**src/rtl/srmc_defines.svh**
```systemverilog
`ifndef SRMC_DEFINES_SVH
`define SRMC_DEFINES_SVH

// Register indices on the plain register port.
`define SRMC_ADDR_W        4
`define SRMC_REG_CTRL      4'h0
`define SRMC_REG_DELAY     4'h1
`define SRMC_REG_ON        4'h2
`define SRMC_REG_OFF       4'h3
`define SRMC_REG_LEVEL     4'h4
`define SRMC_REG_CMD       4'h5
`define SRMC_REG_STATUS    4'h6
`define SRMC_REG_TEMP      4'h7
`define SRMC_REG_HEAD      4'h8
`define SRMC_REG_ACT_CTRL  4'h9
`define SRMC_REG_ACT_DELAY 4'ha
`define SRMC_REG_ACT_ON    4'hb
`define SRMC_REG_ACT_OFF   4'hc
`define SRMC_REG_ACT_LEVEL 4'hd

// Field positions.
`define SRMC_CTRL_MODE_LSB 0
`define SRMC_CMD_APPLY     0
`define SRMC_CMD_STORE     1
`define SRMC_CMD_SWTRIG    2

// Mode codes held in the control register.
`define SRMC_MODE_OFF      3'h0
`define SRMC_MODE_EXTTRIG  3'h1
`define SRMC_MODE_SWTRIG   3'h2
`define SRMC_MODE_CONT     3'h3
`define SRMC_MODE_EXTSW    3'h4
`define SRMC_MODE_INTTRIG  3'h5

// Level limits: pulsed modes allow the full range, DC modes the lower one.
`define SRMC_LEVEL_MAX_PULSE 16'hffff
`define SRMC_LEVEL_MAX_DC    16'h3fff

`endif

```
**src/rtl/srmc_pkg.sv**
```systemverilog
package srmc_pkg;

    typedef enum logic [2:0] {
        MODE_OFF     = 3'h0,
        MODE_EXTTRIG = 3'h1,
        MODE_SWTRIG  = 3'h2,
        MODE_CONT    = 3'h3,
        MODE_EXTSW   = 3'h4,
        MODE_INTTRIG = 3'h5
    } srmc_mode_type;

    typedef enum logic [3:0] {
        SEQ_IDLE  = 4'b0001,
        SEQ_DELAY = 4'b0010,
        SEQ_ON    = 4'b0100,
        SEQ_OFF   = 4'b1000
    } srmc_seq_type;

    typedef struct packed {
        srmc_mode_type mode;
        logic [31:0]   delay;
        logic [31:0]   on_time;
        logic [31:0]   off_time;
        logic [15:0]   level;
    } srmc_cfg_type;

    typedef struct packed {
        logic [3:0]  addr;
        logic [31:0] wdata;
        logic        wr;
        logic        rd;
    } srmc_bus_type;

endpackage

```
**src/rtl/srmc_top.sv**
```systemverilog
`timescale 1ns/1ns
`default_nettype none
`include "srmc_defines.svh"

// Overview of operation
// RULE1: In off mode every trigger is ignored and the output stays low with zero level.
// RULE2: In external trigger mode each accepted external trigger edge starts one timed output pulse.
// RULE3: In software trigger mode only host trigger commands start pulses and external triggers are ignored.
// RULE4: In continuous mode the output is driven constantly once parameters are applied, timing unused.
// RULE5: In external switch mode the output follows the external trigger level, timing unused.
// RULE6: In external switch mode the level is clamped to the same maximum as continuous mode.
// RULE7: In internal trigger mode the block retriggers itself using delay, on and off durations.
// RULE8: In internal trigger mode external triggers and host trigger commands are ignored.
// RULE9: While a trigger is handled or the output is driven, further triggers are dropped; the code accepts one in the last cycle of led_out high.
// RULE10: An apply command updates only the volatile active set, which reset clears.
// RULE11: An apply-and-store command activates the parameters and pulses a persistent-store write.
// RULE12: Reading the active registers returns the complete active parameter set.
// RULE13: Temperature reads zero after reset until the sensor delivers its first valid sample.
// RULE14: The head model reads empty when the head has no identification or is absent.
// RULE15: A triggered pulse waits the delay, drives the output for the on time, then releases it.
module srmc_top #(
    parameter int TRIG_N = 4
) (
    input  wire logic                 clk,
    input  wire logic                 rst,
    input  wire logic [3:0]           reg_addr,
    input  wire logic [31:0]          reg_wdata,
    input  wire logic                 reg_wr,
    input  wire logic                 reg_rd,
    output var  logic [31:0]          reg_rdata,
    input  wire logic [TRIG_N-1:0]    trig_in,
    input  wire logic                 temp_valid,
    input  wire logic [15:0]          temp_value,
    input  wire logic                 head_present,
    input  wire logic                 head_id_valid,
    input  wire logic [15:0]          head_id,
    output var  logic                 led_out,
    output var  logic [15:0]          led_level,
    output var  logic                 store_req,
    output var  srmc_pkg::srmc_cfg_type store_cfg
);

    srmc_pkg::srmc_cfg_type  stage_r;
    srmc_pkg::srmc_cfg_type  stage_nxt;
    srmc_pkg::srmc_cfg_type  act_r;
    srmc_pkg::srmc_cfg_type  act_nxt;
    srmc_pkg::srmc_cfg_type  store_cfg_nxt;
    srmc_pkg::srmc_seq_type  seq_r;
    srmc_pkg::srmc_seq_type  seq_nxt;
    logic [31:0]             cnt_r;
    logic [31:0]             cnt_nxt;
    logic [31:0]             rdata_nxt;
    logic [TRIG_N-1:0]       trig_s1_r;
    logic [TRIG_N-1:0]       trig_s2_r;
    logic [TRIG_N-1:0]       trig_prev_r;
    logic [15:0]             temp_r;
    logic [15:0]             temp_nxt;
    logic [15:0]             head_r;
    logic [15:0]             head_nxt;
    logic [15:0]             lvl_nxt;
    logic [15:0]             lvl_max;
    logic                    led_nxt;
    logic                    store_nxt;
    logic                    sw_trig_r;
    logic                    sw_trig_nxt;
    logic                    temp_seen_r;
    logic                    temp_seen_nxt;
    logic                    ext_level;
    logic                    ext_edge;
    logic                    start;
    logic                    temp_vld_s1_r;
    logic                    temp_vld_s2_r;
    logic [15:0]             temp_val_s1_r;
    logic [15:0]             temp_val_s2_r;
    logic                    head_on_s1_r;
    logic                    head_on_s2_r;
    logic                    head_idv_s1_r;
    logic                    head_idv_s2_r;
    logic [15:0]             head_id_s1_r;
    logic [15:0]             head_id_s2_r;

    // Two stages before any logic reads the trigger pins.
    always_ff @(posedge clk) begin
        if (rst) begin
            trig_s1_r   <= '0;
            trig_s2_r   <= '0;
            trig_prev_r <= '0;
        end else begin
            trig_s1_r   <= trig_in;
            trig_s2_r   <= trig_s1_r;
            trig_prev_r <= trig_s2_r;
        end
    end

    // The sensor and the head connector sit outside this clock. Each value word travels through the
    // same two stages as its valid line, so it is only taken once it has settled beside that line.
    always_ff @(posedge clk) begin
        if (rst) begin
            temp_vld_s1_r <= 1'b0;
            temp_vld_s2_r <= 1'b0;
            temp_val_s1_r <= 16'h0000;
            temp_val_s2_r <= 16'h0000;
            head_on_s1_r  <= 1'b0;
            head_on_s2_r  <= 1'b0;
            head_idv_s1_r <= 1'b0;
            head_idv_s2_r <= 1'b0;
            head_id_s1_r  <= 16'h0000;
            head_id_s2_r  <= 16'h0000;
        end else begin
            temp_vld_s1_r <= temp_valid;
            temp_vld_s2_r <= temp_vld_s1_r;
            temp_val_s1_r <= temp_value;
            temp_val_s2_r <= temp_val_s1_r;
            head_on_s1_r  <= head_present;
            head_on_s2_r  <= head_on_s1_r;
            head_idv_s1_r <= head_id_valid;
            head_idv_s2_r <= head_idv_s1_r;
            head_id_s1_r  <= head_id;
            head_id_s2_r  <= head_id_s1_r;
        end
    end

    assign ext_level = |trig_s2_r;
    assign ext_edge  = |(trig_s2_r & ~trig_prev_r);

    // Register writes, commands and status capture.
    always_comb begin
        stage_nxt     = stage_r;
        act_nxt       = act_r;
        store_nxt     = 1'b0;
        store_cfg_nxt = store_cfg;
        sw_trig_nxt   = 1'b0;
        temp_seen_nxt = temp_seen_r;
        temp_nxt      = temp_r;
        head_nxt      = 16'h0000;
        if (reg_wr) begin
            case (reg_addr)
                `SRMC_REG_CTRL:  stage_nxt.mode = srmc_pkg::srmc_mode_type'(reg_wdata[`SRMC_CTRL_MODE_LSB +: 3]);
                `SRMC_REG_DELAY: stage_nxt.delay = reg_wdata;
                `SRMC_REG_ON:    stage_nxt.on_time = reg_wdata;
                `SRMC_REG_OFF:   stage_nxt.off_time = reg_wdata;
                `SRMC_REG_LEVEL: stage_nxt.level = reg_wdata[15:0];
                `SRMC_REG_CMD: begin
                    if (reg_wdata[`SRMC_CMD_APPLY] || reg_wdata[`SRMC_CMD_STORE]) begin
                        act_nxt = stage_r; // RULE10
                    end
                    if (reg_wdata[`SRMC_CMD_STORE]) begin
                        store_nxt     = 1'b1; // RULE11
                        store_cfg_nxt = stage_r; // RULE11
                    end
                    sw_trig_nxt = reg_wdata[`SRMC_CMD_SWTRIG];
                end
                default: begin
                end
            endcase
        end
        // Zero until the sensor has produced a valid sample.
        if (temp_vld_s2_r) begin
            temp_seen_nxt = 1'b1; // RULE13
            temp_nxt      = temp_val_s2_r; // RULE13
        end
        if (head_on_s2_r && head_idv_s2_r) begin
            head_nxt = head_id_s2_r; // RULE14
        end
    end

    always_ff @(posedge clk) begin
        if (rst) begin
            stage_r     <= '0;
            act_r       <= '0; // RULE10
            store_req   <= 1'b0;
            store_cfg   <= '0;
            sw_trig_r   <= 1'b0;
            temp_seen_r <= 1'b0;
            temp_r      <= 16'h0000; // RULE13
            head_r      <= 16'h0000;
        end else begin
            stage_r     <= stage_nxt;
            act_r       <= act_nxt;
            store_req   <= store_nxt;
            store_cfg   <= store_cfg_nxt;
            sw_trig_r   <= sw_trig_nxt;
            temp_seen_r <= temp_seen_nxt;
            temp_r      <= temp_nxt;
            head_r      <= head_nxt;
        end
    end

    // Read port: data stand one cycle after the strobe and only there.
    always_comb begin
        rdata_nxt = 32'h0000_0000;
        if (reg_rd) begin
            case (reg_addr)
                `SRMC_REG_CTRL:      rdata_nxt = {29'h0, stage_r.mode};
                `SRMC_REG_DELAY:     rdata_nxt = stage_r.delay;
                `SRMC_REG_ON:        rdata_nxt = stage_r.on_time;
                `SRMC_REG_OFF:       rdata_nxt = stage_r.off_time;
                `SRMC_REG_LEVEL:     rdata_nxt = {16'h0, stage_r.level};
                `SRMC_REG_STATUS:    rdata_nxt = {26'h0, temp_seen_r, led_out, seq_r};
                `SRMC_REG_TEMP:      rdata_nxt = {16'h0, temp_r}; // RULE13
                `SRMC_REG_HEAD:      rdata_nxt = {16'h0, head_r}; // RULE14
                `SRMC_REG_ACT_CTRL:  rdata_nxt = {29'h0, act_r.mode}; // RULE12
                `SRMC_REG_ACT_DELAY: rdata_nxt = act_r.delay; // RULE12
                `SRMC_REG_ACT_ON:    rdata_nxt = act_r.on_time; // RULE12
                `SRMC_REG_ACT_OFF:   rdata_nxt = act_r.off_time; // RULE12
                `SRMC_REG_ACT_LEVEL: rdata_nxt = {16'h0, act_r.level}; // RULE12
                default:             rdata_nxt = 32'h0000_0000;
            endcase
        end
    end

    always_ff @(posedge clk) begin
        if (rst) begin
            reg_rdata <= 32'h0000_0000;
        end else begin
            reg_rdata <= rdata_nxt;
        end
    end

    // Trigger source selection. A trigger only starts the sequencer when it is idle.
    always_comb begin
        case (act_r.mode)
            srmc_pkg::MODE_EXTTRIG: start = ext_edge; // RULE2
            srmc_pkg::MODE_SWTRIG:  start = sw_trig_r; // RULE3
            srmc_pkg::MODE_INTTRIG: start = 1'b1; // RULE7 RULE8
            default:                start = 1'b0; // RULE1
        endcase
    end

    // Pulse sequencer with level clamp.
    always_comb begin
        seq_nxt = seq_r;
        cnt_nxt = cnt_r;
        led_nxt = 1'b0;
        lvl_max = `SRMC_LEVEL_MAX_PULSE;
        if (act_r.mode == srmc_pkg::MODE_CONT || act_r.mode == srmc_pkg::MODE_EXTSW) begin
            lvl_max = `SRMC_LEVEL_MAX_DC; // RULE6
        end
        lvl_nxt = (act_r.level > lvl_max) ? lvl_max : act_r.level;
        case (seq_r)
            srmc_pkg::SEQ_IDLE: begin
                if (start) begin
                    seq_nxt = srmc_pkg::SEQ_DELAY; // RULE9
                    cnt_nxt = act_r.delay;
                end
            end
            srmc_pkg::SEQ_DELAY: begin
                if (cnt_r == 32'h0) begin
                    seq_nxt = srmc_pkg::SEQ_ON; // RULE15
                    cnt_nxt = act_r.on_time;
                end else begin
                    cnt_nxt = cnt_r - 32'h1;
                end
            end
            srmc_pkg::SEQ_ON: begin
                led_nxt = 1'b1; // RULE15
                if (cnt_r <= 32'h1) begin
                    led_nxt = (cnt_r == 32'h1);
                    seq_nxt = (act_r.mode == srmc_pkg::MODE_INTTRIG) ? srmc_pkg::SEQ_OFF : srmc_pkg::SEQ_IDLE;
                    cnt_nxt = act_r.off_time;
                end else begin
                    cnt_nxt = cnt_r - 32'h1;
                end
            end
            srmc_pkg::SEQ_OFF: begin
                // Internal mode rests for the off time before it retriggers itself.
                if (cnt_r <= 32'h1) begin
                    seq_nxt = srmc_pkg::SEQ_IDLE; // RULE7
                end else begin
                    cnt_nxt = cnt_r - 32'h1;
                end
            end
            default: begin
                seq_nxt = srmc_pkg::SEQ_IDLE;
            end
        endcase
        case (act_r.mode)
            srmc_pkg::MODE_CONT: begin
                led_nxt = 1'b1; // RULE4
                seq_nxt = srmc_pkg::SEQ_IDLE;
            end
            srmc_pkg::MODE_EXTSW: begin
                led_nxt = ext_level; // RULE5
                seq_nxt = srmc_pkg::SEQ_IDLE;
            end
            srmc_pkg::MODE_OFF: begin
                led_nxt = 1'b0; // RULE1
                seq_nxt = srmc_pkg::SEQ_IDLE;
            end
            default: begin
            end
        endcase
        if (!led_nxt) begin
            lvl_nxt = 16'h0000; // RULE1
        end
    end

    always_ff @(posedge clk) begin
        if (rst) begin
            seq_r     <= srmc_pkg::SEQ_IDLE;
            cnt_r     <= 32'h0;
            led_out   <= 1'b0;
            led_level <= 16'h0000;
        end else begin
            seq_r     <= seq_nxt;
            cnt_r     <= cnt_nxt;
            led_out   <= led_nxt;
            led_level <= lvl_nxt;
        end
    end

endmodule // srmc_top

`default_nettype wire

```
**config.mk**
```make
export PLATFORM = sky130hd
export DESIGN_NAME = srmc_top
export DESIGN_NICKNAME = d
export VERILOG_FILES = /design/src/rtl/srmc_pkg.sv /design/src/rtl/srmc_top.sv
export VERILOG_INCLUDE_DIRS = /design/src /design/src/rtl
export SDC_FILE = /design/constraint.sdc
export NUM_CORES = 1
export LEC_CHECK = 0
export ABC_AREA = 1
export BUFFER_PORTS_ARGS = -buffer_cell sky130_fd_sc_hd__buf_2
export CAP_MARGIN = 20
export CORE_MARGIN = 4
export CORE_UTILIZATION = 25
export CTS_CLUSTER_DIAMETER = 150
export DETAILED_ROUTE_END_ITERATION = 7
export PLACE_DENSITY = 0.4
export RECOVER_POWER = 100
export SETUP_SLACK_MARGIN = 0.4
export SYNTH_ARGS = -nofsm -noshare
export SYNTH_HDL_FRONTEND = slang
export SYNTH_SLANG_ARGS = --single-unit
```
**constraint.sdc**
```tcl
create_clock -name clk -period 2.1 [get_ports clk]
set_input_delay 0 -clock clk [delete_from_list [all_inputs] [get_ports clk]]
set_output_delay 0 -clock clk [all_outputs]
set_load 0.03 [all_outputs]
```
==> impl_metrics.ini <==
[outcome]
status = finished clean

[sta]
worstMarginPinSlew_ns = 0.9426
max_slew_margin = 0.3716
slew_viol_final = 0
clock.fmax_mhz = 519.3
rsz0062_at_grt = yes
setup_tns_ns = 0
hold_viol_final = 0
final-setup-viol-count = 0
post-route-period-util = 0.9171
finClkSkew_ns = 0.04435
period_needed_ns = 1.926

[critical_path]
start_kind = input port
cp.arrival_ns = 2.41
critPathMaxStageDelay_ns = 0.57
cp_slowest_cell = dlygate4sd3_1
cp-end-kind = flop
crit_chain = dlygate4sd3_1 -> clkbuf_1 -> nand3_2 -> clkbuf_2 -> o21ai_0 -> a21oi_1
cp_data_required_time_ns = 2.58
cp_max_fo = 18
critical_path_class = in -> reg

[global_route]
antenna_found_initial = 1
grt_util_met1 = 0.2742
grt_use_total = 0.1861
met3_usage = 0.03924
grt_max_degree = 102
grt_pass1_wl_um = 129100
top_usage_layer = met2
grt_pass1_vias = 19700
gr-total-overflow = 0
grtUsageMet2 = 0.2786

[synth]
yosysWarnings = 0
ys_seq_elements = 547
synth_edf_count = 0
syn_nets = 2933
synth.area.top_cells = dfxtp_1 50%, a21oi_1 9.6%, o21ai_0 8.5%
synth_area_um2 = 21780
syn_avg_cell_area_um2 = 7.643
synth_top_area_cell = dfxtp_1
synth_commonest_cells = 547 x dfxtp_1, 478 x inv_1, 419 x a21oi_1
ys_async_sr_fraction = 0
yosysTopAreaCellShare = 0.5027
synthFlopType = dfxtp_1
ys_types = 43
yosysSeqAreaShare = 0.5027
syn_inst = 2850
yosysMostFrequentCell = dfxtp_1

[route]
finalWirelength_um = 88710
antenna_left = 0
vias_per_cell = 4.564
dr.pass1.iters = 5
drt_iter0_drc = 1499
routedWlPerCell_um = 19.87
route.detailed.drc = 0
dr_total_vias = 20380

[clock_network]
clock_latency_ns = 0.62
cts_tree = built
cts_sinks = 547
cts_buffer_depth = 3
cts_inserted_buffers = 66
clk_pin_slew_ns = 0.06
clockRootBuffer = clkbuf_16
cts_max_level = 3

[run]
cap_violations = 0

[die]
initial_utilization = 0.2538
rows = 107
die_w_um = 303.2
core_um2 = 85820
fp.dieH_um = 303.2
boundaryPins = 244
die_area_um2 = 91920

[power]
pwr_density_cell_nw_per_um2 = 829.0
p_leak_nw = 10.79
vdd_ir_drop_max_mv = 0.4523

[placement]
dpl.hpwl_um = 64510
port_buffers = 243
place.gp.congestion = 0.8924
place_inst = 4215

[cells_and_area]
utilization = 0.3369
layout.nets = 3352
fin_cells = 4465
area_delta_synth_final_pct = 32.72
drive_above_1_share = 0.1687

[hold_path]
min_path_type = in -> reg
==> where the power goes <==
part / internal, W / leakage (nW) / switching (W)
Sequential: 0.0106 / 4.44 / 0.000107
Combinational: 0.000437 / 5.24 / 0.000848
Clock: 0.00714 / 1.11 / 0.00485
Total: 0.0182 / 10.8 / 0.00580
==> registers in the layout, summed over array words and instances, names as in the netlist, 4 cells and up <==
signal,count
store_cfg,115
head_id_s1_r,16
head_r,16
seq_r,4
temp_val_s1_r,16
led_level,16
cnt_r,32
act_r,115
temp_val_s2_r,16
temp_r,16
reg_rdata,32
stage_r,115
trig_s2_r,4
head_id_s2_r,16
trig_s1_r,4
trig_prev_r,4
==> per-stage QoR <==
step	hold slack, ns	area (µm²)	setup WS (ns)	power (W)
after floorplan	0.1070	21810	0.4133	0.01150
after global placement	0.2083	25150	-0.009475	0.01208
after detailed placement	0.2085	25150	0.01980	0.01207
after CTS	0.05752	28880	0.1730	0.02431
after global routing	0.1154	28910	0.05668	0.02489
final	0.09764	28910	0.1742	0.02397
==> layer usage <==
metal	up-vias	part of all wire	routed length [µm]
li1	10110	-	-
met1	9633	0.49	43370
met2	550	0.43	37810
met3	88	0.066	5899
met4	0	0.018	1621
met5	-	0	0
==> layout by cell type (no fill, tap or decap), drive strengths merged <==
cell type,Yosys,routed
dfxtp,547,547
or2,1,1
o41ai,4,4
nand4,8,8
inv,484,488
a21oi,447,447
nand3,67,68
nor4,3,3
o22ai,78,78
diode,0,2
clkinv,2,18
a31oi,3,3
buf,57,238
clkinvlp,0,3
a221oi,9,9
xor2,17,17
ha,4,4
o21bai,1,1
dlygate4sd3,0,76
nor2,299,299
nor3,8,8
bufinv,0,7
o2111ai,8,8
clkbuf,119,297
and2,1,1
nand2,274,277
a2111oi,16,16
nand3b,4,4
a22o,1,1
xnor2,9,9
a211oi,6,6
o21ai,372,372
o31ai,1,1
==> layout make-up <==
class / instances / area, µm²
Antenna cell: 2 / 5.005
Clock buffer: 88 / 1846
Clock inverter: 30 / 429.2
Fill cell: 9304 / 56900
Inverter: 486 / 1839
Multi-Input combinational cell: 1645 / 8736
Sequential cell: 547 / 10980
Tap cell: 1144 / 1431
Timing Repair Buffer: 523 / 3647
==> worst max-delay path: cells and delay by family <==
kind                   cells  cell delay (ns)
AO/OA/AOI/OAI              2             0.35
AND/OR/NAND/NOR            1             0.54
buffers and inverters      3             1.50
==> path summary, 6_finish.rpt <==
| kind | start | to | slack, ns | cells past startpoint |
|---|---|---|---|---|
| setup / recovery | reg_wr | stage_r[78]$_SDFFE_PP0P_ | 0.17 | 6 |
| hold / removal | reg_addr[2] | reg_rdata[11]$_SDFF_PP0_ | 0.1 | 6 |
| hold reg to reg | temp_val_s1_r[6]$_SDFF_PP0_ | temp_val_s2_r[6]$_SDFF_PP0_ | 0.40 | 2 |
| setup reg to reg | cnt_r[0]$_SDFFE_PP0P_ | led_level[13]$_SDFF_PP0_ | 0.18 | 12 |
==> logic make-up after synthesis <==
family / Yosys count / synth area share
flip-flops: 547 / 0.5027
AO/OA/AOI/OAI: 946 / 0.2343
buffers and inverters: 662 / 0.1196
adder cells (fa/ha/maj): 4 / 0.002298
XOR/XNOR: 26 / 0.01045
AND/OR/NAND/NOR: 665 / 0.1307
==> what timing repair did <==
item / in CTS / in global routing
setup buffers: 25 / 15
pin swaps: 19 / 47
cloned: 9 / 5
endpoints found under the setup margin: 52 / 51
endpoints found under the hold margin: 182 / 0
gates resized for setup: 77 / 78
hold buffers: 76 / 0
Note: power is estimated with default switching activity, not from simulation.
